==> src/rtl/sfcd_map.svh <==
/*
 serial flash command decode: opcodes, counts and address constants.
 assumes inclusion by the design modules sfcd_op_decode and sfcd_read_front.
*/
// Contract
// - fast read 1Bh: three address bytes, two dummy bytes, then data.
// - read 0Bh: three address bytes, one dummy byte, then data.
// - slow read 03h: no dummy byte; host keeps clock at or below 50 MHz.
// - read address counter advances by itself per byte streamed.
// - after top location address wraps to zero without delay.
// - read data shifts out on serial output, msb first.
// - chip select release ends read and floats output, even mid byte.
// - erases 20h 52h D8h take address; 60h C7h B0h D0h opcode only.
// - program 02h: three address bytes, no dummy, 1 to 256 data bytes; code passes on data bytes until select rises, with no count limit.
// - dual program A2h is its own program class with address and data.
// - protection register read 3Ch: address then returned data bytes.
// - lockdown 33h and freeze 34h: address then exactly one data byte.
// - lockdown register read 35h: address, no dummy, returned data.
// - security area program 9Bh: address then host data bytes.
// - security area read 77h: address, two dummy bytes, returned data.
// - status byte one write 01h: no address, exactly one data byte.
// - status byte two write 31h: no address, exactly one data byte.
// - id read 9Fh: no address, one to four returned bytes.
// - power-down B9h and resume ABh are opcode only.
// - unsupported opcode: ignore all input until select toggles.
// - select released before opcode and address: nothing done, idle.
// - input sampled on rising serial clock, output changes on falling.
// - address is three bytes; top address bit ignored.
`ifndef SFCD_MAP_SVH
`define SFCD_MAP_SVH

`define SFCD_OP_READ_FAST  8'h1B
`define SFCD_OP_READ       8'h0B
`define SFCD_OP_READ_SLOW  8'h03
`define SFCD_OP_READ_DUAL  8'h3B
`define SFCD_OP_ERASE_4K   8'h20
`define SFCD_OP_ERASE_32K  8'h52
`define SFCD_OP_ERASE_64K  8'hD8
`define SFCD_OP_ERASE_CHA  8'h60
`define SFCD_OP_ERASE_CHB  8'hC7
`define SFCD_OP_PROG       8'h02
`define SFCD_OP_PROG_DUAL  8'hA2
`define SFCD_OP_SUSPEND    8'hB0
`define SFCD_OP_RESUME     8'hD0
`define SFCD_OP_WREN       8'h06
`define SFCD_OP_WRDIS      8'h04
`define SFCD_OP_PROT       8'h36
`define SFCD_OP_UNPROT     8'h39
`define SFCD_OP_RD_PROT    8'h3C
`define SFCD_OP_LOCK       8'h33
`define SFCD_OP_FREEZE     8'h34
`define SFCD_OP_RD_LOCK    8'h35
`define SFCD_OP_OTP_PROG   8'h9B
`define SFCD_OP_OTP_READ   8'h77
`define SFCD_OP_RD_STAT    8'h05
`define SFCD_OP_WR_STAT1   8'h01
`define SFCD_OP_WR_STAT2   8'h31
`define SFCD_OP_SOFT_RST   8'hF0
`define SFCD_OP_ID         8'h9F
`define SFCD_OP_PWR_DOWN   8'hB9
`define SFCD_OP_PWR_UP     8'hAB

`define SFCD_ADDR_BYTES    2'h3
`define SFCD_ADDR_TOP      23'h7FFFFF
`define SFCD_ADDR_ZERO     23'h000000
`define SFCD_ADDR_W        23
`define SFCD_ID_MAX        3'h4

`endif

==> src/rtl/sfcd_pkg.sv <==
/*
 serial flash command decode: shared types.
 assumes nothing beyond the tool's package support.
*/
package sfcd_pkg;

    // command class decoded from the opcode
    typedef enum logic [3:0] {
        CLS_NONE    = 4'h0,
        CLS_READ    = 4'h1,
        CLS_ERASE   = 4'h2,
        CLS_OPONLY  = 4'h3,
        CLS_PROG    = 4'h4,
        CLS_PROG2   = 4'h5,
        CLS_RDREG   = 4'h6,
        CLS_WR1     = 4'h7,
        CLS_WRN     = 4'h8,
        CLS_ID      = 4'h9,
        CLS_RDDUAL  = 4'hA,
        CLS_RDSTAT  = 4'hB
    } sfcd_class_t;

    // decoder phases, one-hot
    typedef enum logic [5:0] {
        ST_OPCODE = 6'h01,
        ST_ADDR   = 6'h02,
        ST_DUMMY  = 6'h04,
        ST_DATAIN = 6'h08,
        ST_OUT    = 6'h10,
        ST_IGNORE = 6'h20
    } sfcd_state_t;

endpackage

==> src/rtl/sfcd_op_decode.sv <==
/*
 serial flash command decode: opcode to class and byte counts.
 assumes a complete opcode byte at its input; purely combinational.
*/
`timescale 1ns/100ps
`include "sfcd_map.svh"

module sfcd_op_decode (
    input  wire logic [7:0]           opcode,
    output sfcd_pkg::sfcd_class_t     opClass,
    output logic                      hasAddr,
    output logic [1:0]                dummyBytes
);

    // ----------------------------------------
    // opcode table
    // ----------------------------------------
    always_comb
    begin
        opClass    = sfcd_pkg::CLS_NONE;
        hasAddr    = 1'b0;
        dummyBytes = 2'h0;
        unique case (opcode)
            `SFCD_OP_READ_FAST:
            begin
                opClass = sfcd_pkg::CLS_READ; hasAddr = 1'b1; dummyBytes = 2'h2;
            end
            `SFCD_OP_READ:
            begin
                opClass = sfcd_pkg::CLS_READ; hasAddr = 1'b1; dummyBytes = 2'h1;
            end
            `SFCD_OP_READ_SLOW:
            begin
                opClass = sfcd_pkg::CLS_READ; hasAddr = 1'b1;
            end
            `SFCD_OP_READ_DUAL:
            begin
                opClass = sfcd_pkg::CLS_RDDUAL; hasAddr = 1'b1; dummyBytes = 2'h1;
            end
            `SFCD_OP_ERASE_4K, `SFCD_OP_ERASE_32K, `SFCD_OP_ERASE_64K,
            `SFCD_OP_PROT, `SFCD_OP_UNPROT:
            begin
                opClass = sfcd_pkg::CLS_ERASE; hasAddr = 1'b1;
            end
            `SFCD_OP_ERASE_CHA, `SFCD_OP_ERASE_CHB, `SFCD_OP_SUSPEND, `SFCD_OP_RESUME,
            `SFCD_OP_WREN, `SFCD_OP_WRDIS, `SFCD_OP_PWR_DOWN, `SFCD_OP_PWR_UP:
                opClass = sfcd_pkg::CLS_OPONLY;
            `SFCD_OP_PROG:
            begin
                opClass = sfcd_pkg::CLS_PROG; hasAddr = 1'b1;
            end
            `SFCD_OP_PROG_DUAL:
            begin
                opClass = sfcd_pkg::CLS_PROG2; hasAddr = 1'b1;
            end
            `SFCD_OP_RD_PROT, `SFCD_OP_RD_LOCK:
            begin
                opClass = sfcd_pkg::CLS_RDREG; hasAddr = 1'b1;
            end
            `SFCD_OP_LOCK, `SFCD_OP_FREEZE:
            begin
                opClass = sfcd_pkg::CLS_WR1; hasAddr = 1'b1;
            end
            `SFCD_OP_OTP_PROG:
            begin
                opClass = sfcd_pkg::CLS_WRN; hasAddr = 1'b1;
            end
            `SFCD_OP_OTP_READ:
            begin
                opClass = sfcd_pkg::CLS_RDREG; hasAddr = 1'b1; dummyBytes = 2'h2;
            end
            `SFCD_OP_WR_STAT1, `SFCD_OP_WR_STAT2, `SFCD_OP_SOFT_RST:
                opClass = sfcd_pkg::CLS_WR1;
            `SFCD_OP_RD_STAT:
                opClass = sfcd_pkg::CLS_RDSTAT;
            `SFCD_OP_ID:
                opClass = sfcd_pkg::CLS_ID;
            default:
                opClass = sfcd_pkg::CLS_NONE;
        endcase
    end

endmodule

==> src/rtl/sfcd_read_front.sv <==
/*
 serial flash command decode and sequential read-array engine.
 assumes serial clock, select and serial input are synchronous to clock;
 array, register and id bytes are supplied combinationally by the core.
*/
`timescale 1ns/100ps
`include "sfcd_map.svh"

module sfcd_read_front (
    input  wire logic                  clock,
    input  wire logic                  resetn,
    input  wire logic                  sck,
    input  wire logic                  csN,
    input  wire logic                  si,
    input  wire logic [7:0]            memData,
    input  wire logic [7:0]            regData,
    output logic                       so,
    output logic                       soEn,
    output logic [22:0]                memAddr,
    output logic [7:0]                 opcodeOut,
    output logic [3:0]                 cmdClass,
    output logic [23:0]                cmdAddr,
    output logic                       cmdValid,
    output logic [7:0]                 wrData,
    output logic                       wrValid,
    output logic                       cmdAbort
);

    // ----------------------------------------
    // functions
    // ----------------------------------------
    function automatic logic [22:0] nextAddr(input logic [22:0] a);
        nextAddr = (a == `SFCD_ADDR_TOP) ? `SFCD_ADDR_ZERO : a + 23'h000001;
    endfunction

    // ----------------------------------------
    // edge detection and byte assembly
    // ----------------------------------------
    logic                     sck_q;
    logic                     csN_q;
    sfcd_pkg::sfcd_state_t    state_q, state_d;
    logic [2:0]               bitCnt_q;
    logic [1:0]               byteCnt_q;
    logic [7:0]               shIn_q;
    logic [7:0]               op_q;
    logic [23:0]              addr_q;
    logic [22:0]              rdAddr_q;
    logic [7:0]               shOut_q;
    logic [2:0]               outBits_q;
    logic [2:0]               idCnt_q;
    logic                     so_q, soEn_q, cmdValid_q, wrValid_q, abort_q;
    logic [7:0]               wrData_q;

    wire                      rise     = sck & ~sck_q;
    wire                      fall     = ~sck & sck_q;
    wire                      selected = ~csN;
    wire                      csRelease = csN & ~csN_q;
    wire [7:0]                byteIn   = {shIn_q[6:0], si};
    wire                      byteDone = rise & (bitCnt_q == 3'h7);

    sfcd_pkg::sfcd_class_t    decClass;
    logic                     decAddr;
    logic [1:0]               decDummy;
    sfcd_pkg::sfcd_class_t    cls_q;
    logic [1:0]               dummy_q;

    sfcd_op_decode u_dec (
        .opcode     (byteIn),
        .opClass    (decClass),
        .hasAddr    (decAddr),
        .dummyBytes (decDummy)
    );

    wire isOutCls = (cls_q == sfcd_pkg::CLS_READ) | (cls_q == sfcd_pkg::CLS_RDREG)
                  | (cls_q == sfcd_pkg::CLS_RDDUAL) | (cls_q == sfcd_pkg::CLS_RDSTAT)
                  | (cls_q == sfcd_pkg::CLS_ID);
    wire isMemCls = (cls_q == sfcd_pkg::CLS_READ) | (cls_q == sfcd_pkg::CLS_RDDUAL);
    wire [7:0] srcByte = isMemCls ? memData : regData;
    wire idEnd = (cls_q == sfcd_pkg::CLS_ID) & (idCnt_q == `SFCD_ID_MAX) & (outBits_q == 3'h0);
    wire [23:0] addrFull = {addr_q[15:0], byteIn};
    wire decIsOut = (decClass == sfcd_pkg::CLS_READ) | (decClass == sfcd_pkg::CLS_RDREG)
                  | (decClass == sfcd_pkg::CLS_RDDUAL) | (decClass == sfcd_pkg::CLS_RDSTAT)
                  | (decClass == sfcd_pkg::CLS_ID);
    wire addrLast = byteDone & (byteCnt_q == 2'h2);
    wire dummyLast = byteDone & (byteCnt_q == dummy_q - 2'h1);

    // ----------------------------------------
    // phase sequencing
    // ----------------------------------------
    always_comb
    begin
        state_d = state_q;
        unique case (state_q)
            sfcd_pkg::ST_OPCODE:
                if (byteDone)
                begin
                    if (decClass == sfcd_pkg::CLS_NONE)
                        state_d = sfcd_pkg::ST_IGNORE;
                    else if (decAddr)
                        state_d = sfcd_pkg::ST_ADDR;
                    else if (decIsOut)
                        state_d = sfcd_pkg::ST_OUT;
                    else if (decClass == sfcd_pkg::CLS_OPONLY)
                        state_d = sfcd_pkg::ST_IGNORE;
                    else
                        state_d = sfcd_pkg::ST_DATAIN;
                end
            sfcd_pkg::ST_ADDR:
                if (addrLast)
                begin
                    if (dummy_q != 2'h0)
                        state_d = sfcd_pkg::ST_DUMMY;
                    else if (isOutCls)
                        state_d = sfcd_pkg::ST_OUT;
                    else if (cls_q == sfcd_pkg::CLS_ERASE)
                        state_d = sfcd_pkg::ST_IGNORE;
                    else
                        state_d = sfcd_pkg::ST_DATAIN;
                end
            sfcd_pkg::ST_DUMMY:
                if (dummyLast)
                    state_d = sfcd_pkg::ST_OUT;
            sfcd_pkg::ST_DATAIN:
                if (byteDone & (cls_q == sfcd_pkg::CLS_WR1))
                    state_d = sfcd_pkg::ST_IGNORE;
            sfcd_pkg::ST_OUT:
                if (idEnd)
                    state_d = sfcd_pkg::ST_IGNORE;
            sfcd_pkg::ST_IGNORE:
                state_d = sfcd_pkg::ST_IGNORE;
            default:
                state_d = sfcd_pkg::ST_IGNORE;
        endcase
    end

    // ----------------------------------------
    // input side: rising edge sampling
    // ----------------------------------------
    always_ff @(posedge clock)
    begin
        if (!resetn || !selected)
        begin
            state_q   <= sfcd_pkg::ST_OPCODE;
            bitCnt_q  <= 3'h0;
            byteCnt_q <= 2'h0;
            shIn_q    <= 8'h00;
        end
        else if (rise)
        begin
            state_q  <= state_d;
            shIn_q   <= byteIn;
            bitCnt_q <= bitCnt_q + 3'h1;
            if (byteDone)
                byteCnt_q <= (state_d != state_q) ? 2'h0 : byteCnt_q + 2'h1;
        end
    end

    always_ff @(posedge clock)
    begin
        if (!resetn)
        begin
            sck_q   <= 1'b0;
            csN_q   <= 1'b1;
            op_q    <= 8'h00;
            cls_q   <= sfcd_pkg::CLS_NONE;
            dummy_q <= 2'h0;
            addr_q  <= 24'h000000;
        end
        else
        begin
            sck_q <= sck;
            csN_q <= csN;
            if (selected & byteDone & (state_q == sfcd_pkg::ST_OPCODE))
            begin
                op_q    <= byteIn;
                cls_q   <= decClass;
                dummy_q <= decDummy;
            end
            if (selected & byteDone & (state_q == sfcd_pkg::ST_ADDR))
                addr_q <= addrFull;
        end
    end

    // ----------------------------------------
    // command reports to the core
    // ----------------------------------------
    wire opOnlyDone = (state_q == sfcd_pkg::ST_OPCODE) & byteDone & (decClass != sfcd_pkg::CLS_NONE) & ~decAddr;
    wire addrDone   = (state_q == sfcd_pkg::ST_ADDR) & addrLast;
    wire earlyQuit  = csRelease & ((state_q == sfcd_pkg::ST_OPCODE) | (state_q == sfcd_pkg::ST_ADDR));

    always_ff @(posedge clock)
    begin
        if (!resetn)
        begin
            cmdValid_q <= 1'b0;
            wrValid_q  <= 1'b0;
            wrData_q   <= 8'h00;
            abort_q    <= 1'b0;
        end
        else
        begin
            cmdValid_q <= selected & (opOnlyDone | addrDone);
            wrValid_q  <= selected & byteDone & (state_q == sfcd_pkg::ST_DATAIN);
            if (selected & byteDone & (state_q == sfcd_pkg::ST_DATAIN))
                wrData_q <= byteIn;
            abort_q    <= earlyQuit;
        end
    end

    // ----------------------------------------
    // output side: falling edge shifting
    // ----------------------------------------
    wire enterOut = rise & (state_q != sfcd_pkg::ST_OUT) & (state_d == sfcd_pkg::ST_OUT);
    wire [22:0] startAddr = (state_q == sfcd_pkg::ST_ADDR) ? addrFull[22:0] : addr_q[22:0];

    always_ff @(posedge clock)
    begin
        if (!resetn || !selected)
        begin
            so_q      <= 1'b0;
            soEn_q    <= 1'b0;
            outBits_q <= 3'h0;
            idCnt_q   <= 3'h0;
            shOut_q   <= 8'h00;
            if (!resetn)
                rdAddr_q <= `SFCD_ADDR_ZERO;
        end
        else
        begin
            if (enterOut)
            begin
                rdAddr_q  <= startAddr;
                outBits_q <= 3'h0;
            end
            else if (fall & (state_q == sfcd_pkg::ST_OUT))
            begin
                soEn_q    <= 1'b1;
                outBits_q <= outBits_q + 3'h1;
                if (outBits_q == 3'h0)
                begin
                    so_q     <= srcByte[7];
                    shOut_q  <= {srcByte[6:0], 1'b0};
                    rdAddr_q <= nextAddr(rdAddr_q);
                    idCnt_q  <= idCnt_q + 3'h1;
                end
                else
                begin
                    so_q    <= shOut_q[7];
                    shOut_q <= {shOut_q[6:0], 1'b0};
                end
            end
            else if (state_q == sfcd_pkg::ST_IGNORE)
                soEn_q <= 1'b0;
        end
    end

    assign so        = so_q;
    assign soEn      = soEn_q;
    assign memAddr   = rdAddr_q;
    assign opcodeOut = op_q;
    assign cmdClass  = cls_q;
    assign cmdAddr   = addr_q;
    assign cmdValid  = cmdValid_q;
    assign wrData    = wrData_q;
    assign wrValid   = wrValid_q;
    assign cmdAbort  = abort_q;

endmodule

==> config.mk <==
export PLATFORM = sky130hd
export DESIGN_NAME = sfcd_read_front
export DESIGN_NICKNAME = d
export VERILOG_FILES = /design/src/rtl/sfcd_pkg.sv /design/src/rtl/sfcd_op_decode.sv /design/src/rtl/sfcd_read_front.sv
export VERILOG_INCLUDE_DIRS = /design/src /design/src/rtl
export SDC_FILE = /design/constraint.sdc
export NUM_CORES = 1
export LEC_CHECK = 0
export BUFFER_PORTS_ARGS = -buffer_cell sky130_fd_sc_hd__clkbuf_2
export CAP_MARGIN = 15
export CORE_MARGIN = 4
export CORE_UTILIZATION = 53
export DETAILED_ROUTE_END_ITERATION = 6
export PLACE_DENSITY = 0.75
export SLEW_MARGIN = 20
export SYNTH_ARGS = -nofsm -noshare
export SYNTH_HDL_FRONTEND = slang
export SYNTH_SLANG_ARGS = --single-unit
export TNS_END_PERCENT = 30
==> constraint.sdc <==
create_clock -name clock -period 5.5 [get_ports clock]
set_clock_uncertainty 0.15 [all_clocks]
set_input_delay 0.55 -clock clock [delete_from_list [all_inputs] [get_ports clock]]
set_output_delay 0.55 -clock clock [all_outputs]
set_load 0.01 [all_outputs]
Word level (Yosys, flattened, before mapping)
Cells that the tools add are included.
{ "totals": {"regBits": 108, "in_bits": 21, "output_inout_bits": 72} }
{ "classes": {"add_sub_neg": 6, "eq_ne": 58, "mux": 29, "n_bitwise": 39, "reduce_logical": 23} }
{ "op_table": {"columns": ["operator", "count"], "rows": [
  ["$mux W23", 7],
  ["$eq A8 B8 Y1 const B", 10],
  ["$eq A8 B6 Y1 const B", 9],
  ["$mux W6", 12],
  ["$pmux W4 S11", 1],
  ["$pmux W6 S5", 1],
  ["$eq A4 B4 Y1 const B", 6],
  ["$eq A8 B3 Y1 const B", 3],
  ["$eq A8 B7 Y1 const B", 3],
  ["$add A23 B1 Y23 const B", 1],
  ["$eq A23 B23 Y1 const B", 1],
  ["$and A1 B1 Y1", 22],
  ["$reduce_or A17 Y1", 1],
  ["$eq A8 B2 Y1 const B", 2],
  ["$mux W8", 2],
  ["$eq A4 B3 Y1 const B", 3],
  ["$eq A6 B5 Y1 const B", 2],
  ["$or A1 B1 Y1", 11],
  ["$reduce_or A5 Y1", 2],
  ["$add A3 B1 Y3 const B", 3],
  ["$eq A4 B1 Y1 const B", 2],
  ["$eq A4 B2 Y1 const B", 2],
  ["$eq A8 B1 Y1 const B", 1],
  ["$eq A8 B4 Y1 const B", 1],
  ["30 further kinds", 47]
]} }

Logic depth before layout (Yosys ltp)
{ "depth": {"ltp_word": 17, "ltp_mapped": 12} }

By module
From an unflattened synthesis, not the netlist that was laid out.
{ "hier_totals": {"cells_unflattened": 738, "area_unflattened_um2": 6193.4} }
{ "modules_own_cells": {"columns": ["module", "instances", "cells_per_inst", "area_per_inst_um2"], "rows": [
  ["sfcd_read_front", 1, 658, 5646.7],
  ["sfcd_op_decode", 1, 80, 546.8]
]} }

Worst setup path before layout
No wires, ideal clock.
{ "synth_path": {"kind": "in2reg", "startpoint": "input port si", "endpoint": "register rdAddr_q[0] (netlist: memAddr[0]) (enable)", "arrival_time_ps": 3758, "required_time_ps": 4933, "slack_ps": 1175, "path_stages": 9, "path_cell_list": "or4b_1 nor3_1 a311oi_2 nor4_2 nor3b_1 or3_1 buf_6 buf_6 a31oi_1"} }
{ "synth_between": {"elab_chain_cells": 17, "elab_cells_between_ends": 60} }
{ "synth_rtl": {"columns": ["element", "line_no", "source"], "rows": [
  ["start: declaration", "sfcd_read_front.sv:14", "input wire logic si,"],
  ["$eq A8 B7 Y1, or another cell as far along", "sfcd_op_decode.sv:23", "unique case (opcode)"],
  ["$reduce_or A8 Y1, or another cell as far along", "sfcd_op_decode.sv:23", null],
  ["$pmux W4 S11", "sfcd_op_decode.sv:23", null],
  ["$eq A4 B1 Y1 / $eq A4 B3 Y1 (equally long branches)", "sfcd_read_front.sv:81", "wire decIsOut = (decClass == sfcd_pkg::CLS_READ) | (decClass == sfcd_pkg::CLS_RDREG)"],
  ["$or A1 B1 Y1", "sfcd_read_front.sv:81", null],
  ["$or A1 B1 Y1 (2 in series)", "sfcd_read_front.sv:82", "| (decClass == sfcd_pkg::CLS_RDDUAL) | (decClass == sfcd_pkg::CLS_RDSTAT)"],
  ["$or A1 B1 Y1", "sfcd_read_front.sv:83", "| (decClass == sfcd_pkg::CLS_ID);"],
  ["$mux W6", "sfcd_read_front.sv:101", "else if (decIsOut)"],
  ["$mux W6", "sfcd_read_front.sv:99", "else if (decAddr)"],
  ["$mux W6 (*)", "sfcd_read_front.sv:97", "if (decClass == sfcd_pkg::CLS_NONE)"],
  ["$mux W6 (*)", "sfcd_read_front.sv:95", "if (byteDone)"],
  ["$pmux W6 S5 (*)", "sfcd_read_front.sv:93", "unique case (state_q)"],
  ["$eq A6 B5 Y1 (*)", "sfcd_read_front.sv:213", "wire enterOut = rise & (state_q != sfcd_pkg::ST_OUT) & (state_d == sfcd_pkg::ST_OUT);"],
  ["$and A1 B1 Y1 (*)", "sfcd_read_front.sv:213", null],
  ["$reduce_bool A3 Y1 (no line)", null, null],
  ["$reduce_and A3 Y1 (no line) (*)", null, null],
  ["end signal: assignment", "sfcd_read_front.sv:226", "rdAddr_q <= `SFCD_ADDR_ZERO;"],
  ["end signal: assignment", "sfcd_read_front.sv:232", "rdAddr_q <= startAddr;"],
  ["end signal: assignment", "sfcd_read_front.sv:243", "rdAddr_q <= nextAddr(rdAddr_q);"],
  ["end: declaration", "sfcd_read_front.sv:47", "logic [22:0] rdAddr_q;"]
]} }
Mark *: on every way between the ends. The rest lies on a longest branch, timed or not.
A chain may end at the register's enable or synchronous reset.

Worst setup path in the final report
{ "layout_path": {"startpoint": "register shIn_q[0]", "endpoint": "register rdAddr_q[15] (netlist: memAddr[15]) (enable)"} }
{ "layout_between": {"elab_chain_cells": 17, "elab_cells_between_ends": 60} }
{ "layout_rtl": {"columns": ["element", "line_no", "source"], "rows": [
  ["start: declaration", "sfcd_read_front.sv:44", "logic [7:0] shIn_q;"],
  ["start signal: assignment", "sfcd_read_front.sv:151", "shIn_q <= byteIn;"],
  ["$eq A8 B7 Y1, or another cell as far along", "sfcd_op_decode.sv:23", null],
  ["$reduce_or A8 Y1, or another cell as far along", "sfcd_op_decode.sv:23", null],
  ["$pmux W4 S11", "sfcd_op_decode.sv:23", null],
  ["$eq A4 B1 Y1 / $eq A4 B3 Y1 (equally long branches)", "sfcd_read_front.sv:81", null],
  ["$or A1 B1 Y1", "sfcd_read_front.sv:81", null],
  ["$or A1 B1 Y1 (2 in series)", "sfcd_read_front.sv:82", null],
  ["$or A1 B1 Y1", "sfcd_read_front.sv:83", null],
  ["$mux W6", "sfcd_read_front.sv:101", null],
  ["$mux W6", "sfcd_read_front.sv:99", null],
  ["$mux W6 (*)", "sfcd_read_front.sv:97", null],
  ["$mux W6 (*)", "sfcd_read_front.sv:95", null],
  ["$pmux W6 S5 (*)", "sfcd_read_front.sv:93", null],
  ["$eq A6 B5 Y1 (*)", "sfcd_read_front.sv:213", null],
  ["$and A1 B1 Y1 (*)", "sfcd_read_front.sv:213", null],
  ["$reduce_bool A3 Y1 (no line)", null, null],
  ["$reduce_and A3 Y1 (no line) (*)", null, null]
]} }
Marks and branches as above.

==> results.tsv <==
metric	value	unit
tns	0	ns
post-cts-setup-buffers	0	
synth_edf_count	23	
hold_viol_final	0	
r2r-start	shIn_q[0]	
p_leak	2.591	nW
max-slew-margin-rel	32.47	%
grt_max_degree	48	
regToRegSetupSlack	1.58	ns
cp-end-kind	flop	
synth_nets	802	
netlist_top_cells_count	156 x nand2_1, 91 x a21oi_1, 85 x nor2_1, 84 x dfxtp_1, 50 x clkbuf_1	
first_pass_iters	5	
hold_path_class	reg -> reg	
worstReg2RegEnd	memAddr[15]	
h-tree-depth	3	
die-width	115.6	µm
synthDistinctLibCells	57	
cts_tree	built	
cts.sinks	107	
utilization	60.64	%
postCtsResizedCells	0	
io_buffers	92	
slew_viol_final	0	
worst_setup_path_start_kind	flop	
synthArstFlopShare	0	%
hold_depth	1	
drt-initial-drc-count	512	
antenna_left	0	
cpPeakStageDelay	0.85	ns
cp.required	5.38	ns
status	finished, final reports clean	
post-route-min-period	3.917	ns
rsz0062_at_grt	no	
fmax	255.3	MHz
critPathSlowestCell	dfxtp_1	
worst_slack	1.583	ns
core_area	11370	µm²
cts_buffers	9	
cpLargestDelayFamily	simple AND/OR/NAND/NOR gates	
critical_path_class	reg -> reg	
period_share	71.22	%
die_height	115.6	µm
dieArea	13360	µm²
antenna_found_initial	0	
dpl.hpwl	11090	µm
cp.arrival	3.80	ns
nets	854	
syn_area	6132	µm²
yosysSeqAreaShare	38.69	%
grt_util_all_layers	24.07	%
vias	5649	
finalSetupViolCount	0	
drt_drc_violations_left	0	
yosysWarnings	0	
routed_via_density	5.812	
grt_pass1_wl	26040	µm
r2r_cells	9	
synth-seq-cells	107	
synth_top_cell_by_area	dfxtp_1	
cts_buffer_depth	2	
powerDensity	228.0	nW/µm²
min_to	cmdAbort	
layout-drive-gt1-share	18.46	%
crit_fanout	27	
holdCritStartpoint	csN_q	
gr-total-overflow	0	
antenna_cells	0	
ir_drop	0.0002047	V
path_cells	or4b_1 -> nor3_1 -> a311oi_2 -> nor4_2 -> nor3b_1 -> or3_1 -> buf_4 -> a31oi_2 -> buf_4	
place.gp.congestion	0.9477	
ys_top_cells_by_area	dfxtp_1 27%, edfxtp_1 11%, nand2_1 9.5%	
cap_violations	0	
syn2layout_area_growth	12.43	%
wl_per_cell	16.21	µm
postSynthAreaPerCell	7.943	µm²
path_buf_inv	2	
cp_common_cell	buf_4	
rows	39	
yosys_most_used_dff	dfxtp_1	
post-place-ws	1.535	ns
synthMostInstantiatedCell	nand2_1	
worst_pin_slew	1.009	ns
postRouteWirelength	15760	µm
cts.clk_slew.worst_paths	0.07	ns
grt_pass1_vias	5181	
ctsHoldBuffers	0	
ios	93	
root_buffer	clkbuf_16	
worstSkewPairLatency	0.36	ns
initial_core_util	53.93	%
syn_inst	772	
netlist.area_leader.share	27.42	%
[logic make-up after synthesis]
logic type      after synthesis  synth area share [%]
mux                          41                 8.060
fa+ha+maj                     9                 1.836
flops                       107                 38.69
compound gates              148                 14.28
simple gates                363                 27.73
xor+xnor                     32                 4.571
buf+inv                      72                 4.836
[sequential cells by signal (all words and copies together) (netlist names), 4 cells and up]
register and flops:
cmdAddr 24, cmdClass 4, wrData 8, opcodeOut 8, shOut_q 7, shIn_q 7, memAddr 23, state_q 6
[worst max-delay path by stage]
stage	end	cells past startpoint	slack, ns	startpoint
finish	memAddr[15]	9	1.58	shIn_q[0]
global route	memAddr[18]	9	1.36	shIn_q[0]
CTS	memAddr[15]	9	1.58	shIn_q[0]
detailed placement	memAddr[18]	10	1.53	si
global placement	memAddr[15]	10	1.60	si
floorplan	memAddr[0]	9	1.18	si
[per-layer routing]
metal | share of wire, % | GRT usage, % | vias up
met2 | 48 | 37.73 | 182
met5 | 0 | 0 | -
met3 | 5.8 | 4.439 | 16
li1 | - | - | 2780
met4 | 1.6 | 6.495 | 0
met1 | 45 | 34.27 | 2671
[cell usage in the layout (no fill, tap or decap), drive strengths merged, types with 4 or more instances in the layout]
cell type | synthesis | final
xnor2 | 17 | 17
clkbuf | 50 | 102
a21oi | 91 | 91
mux2i | 19 | 19
and2 | 4 | 4
inv | 12 | 14
ha | 9 | 9
or4 | 5 | 5
a211o | 4 | 4
nand2 | 156 | 156
clkinv | 1 | 4
nand2b | 9 | 9
nor3 | 14 | 14
nor4 | 9 | 9
dfxtp | 84 | 84
nand3 | 17 | 17
nor2 | 85 | 85
or3 | 7 | 7
o21ai | 15 | 15
mux2 | 22 | 22
buf | 9 | 8
a211oi | 13 | 13
and3 | 10 | 10
nor2b | 6 | 6
or2 | 6 | 6
nand4 | 12 | 12
a31oi | 8 | 8
nor3b | 4 | 4
edfxtp | 23 | 23
xor2 | 15 | 15
[area by class of cell]
type | count | area [µm²]
clock buffer | 10 | 250.2
clock inverter | 6 | 46.29
fill | 1009 | 4476
inverter | 13 | 48.80
multi-input combinational | 593 | 3477
sequential | 107 | 2372
tap | 143 | 178.9
timing repair buffer | 100 | 520.5
[per-stage QoR]
| step | instance area [µm²] | total power [mW] | hold slack [ns] | std cells |
|---|---|---|---|---|
| after floorplan | 6132 | 0.9130 | 0.2195 | 772 |
| final | 6894 | 1.572 | 0.2594 | 972 |
| after CTS | 6892 | 1.587 | 0.2641 | 972 |
| after global routing | 6894 | 1.635 | 0.2683 | 972 |
| after global placement | 6595 | 0.9466 | 0.2487 | 956 |
| after detailed placement | 6595 | 0.9497 | 0.2420 | 956 |
[power breakdown]
group / internal (mW) / switching [mW]
Combinational: 0.0388 / 0.0620
Sequential: 0.815 / 0.0172
Clock: 0.339 / 0.300
(Power assumes the default switching activity.)
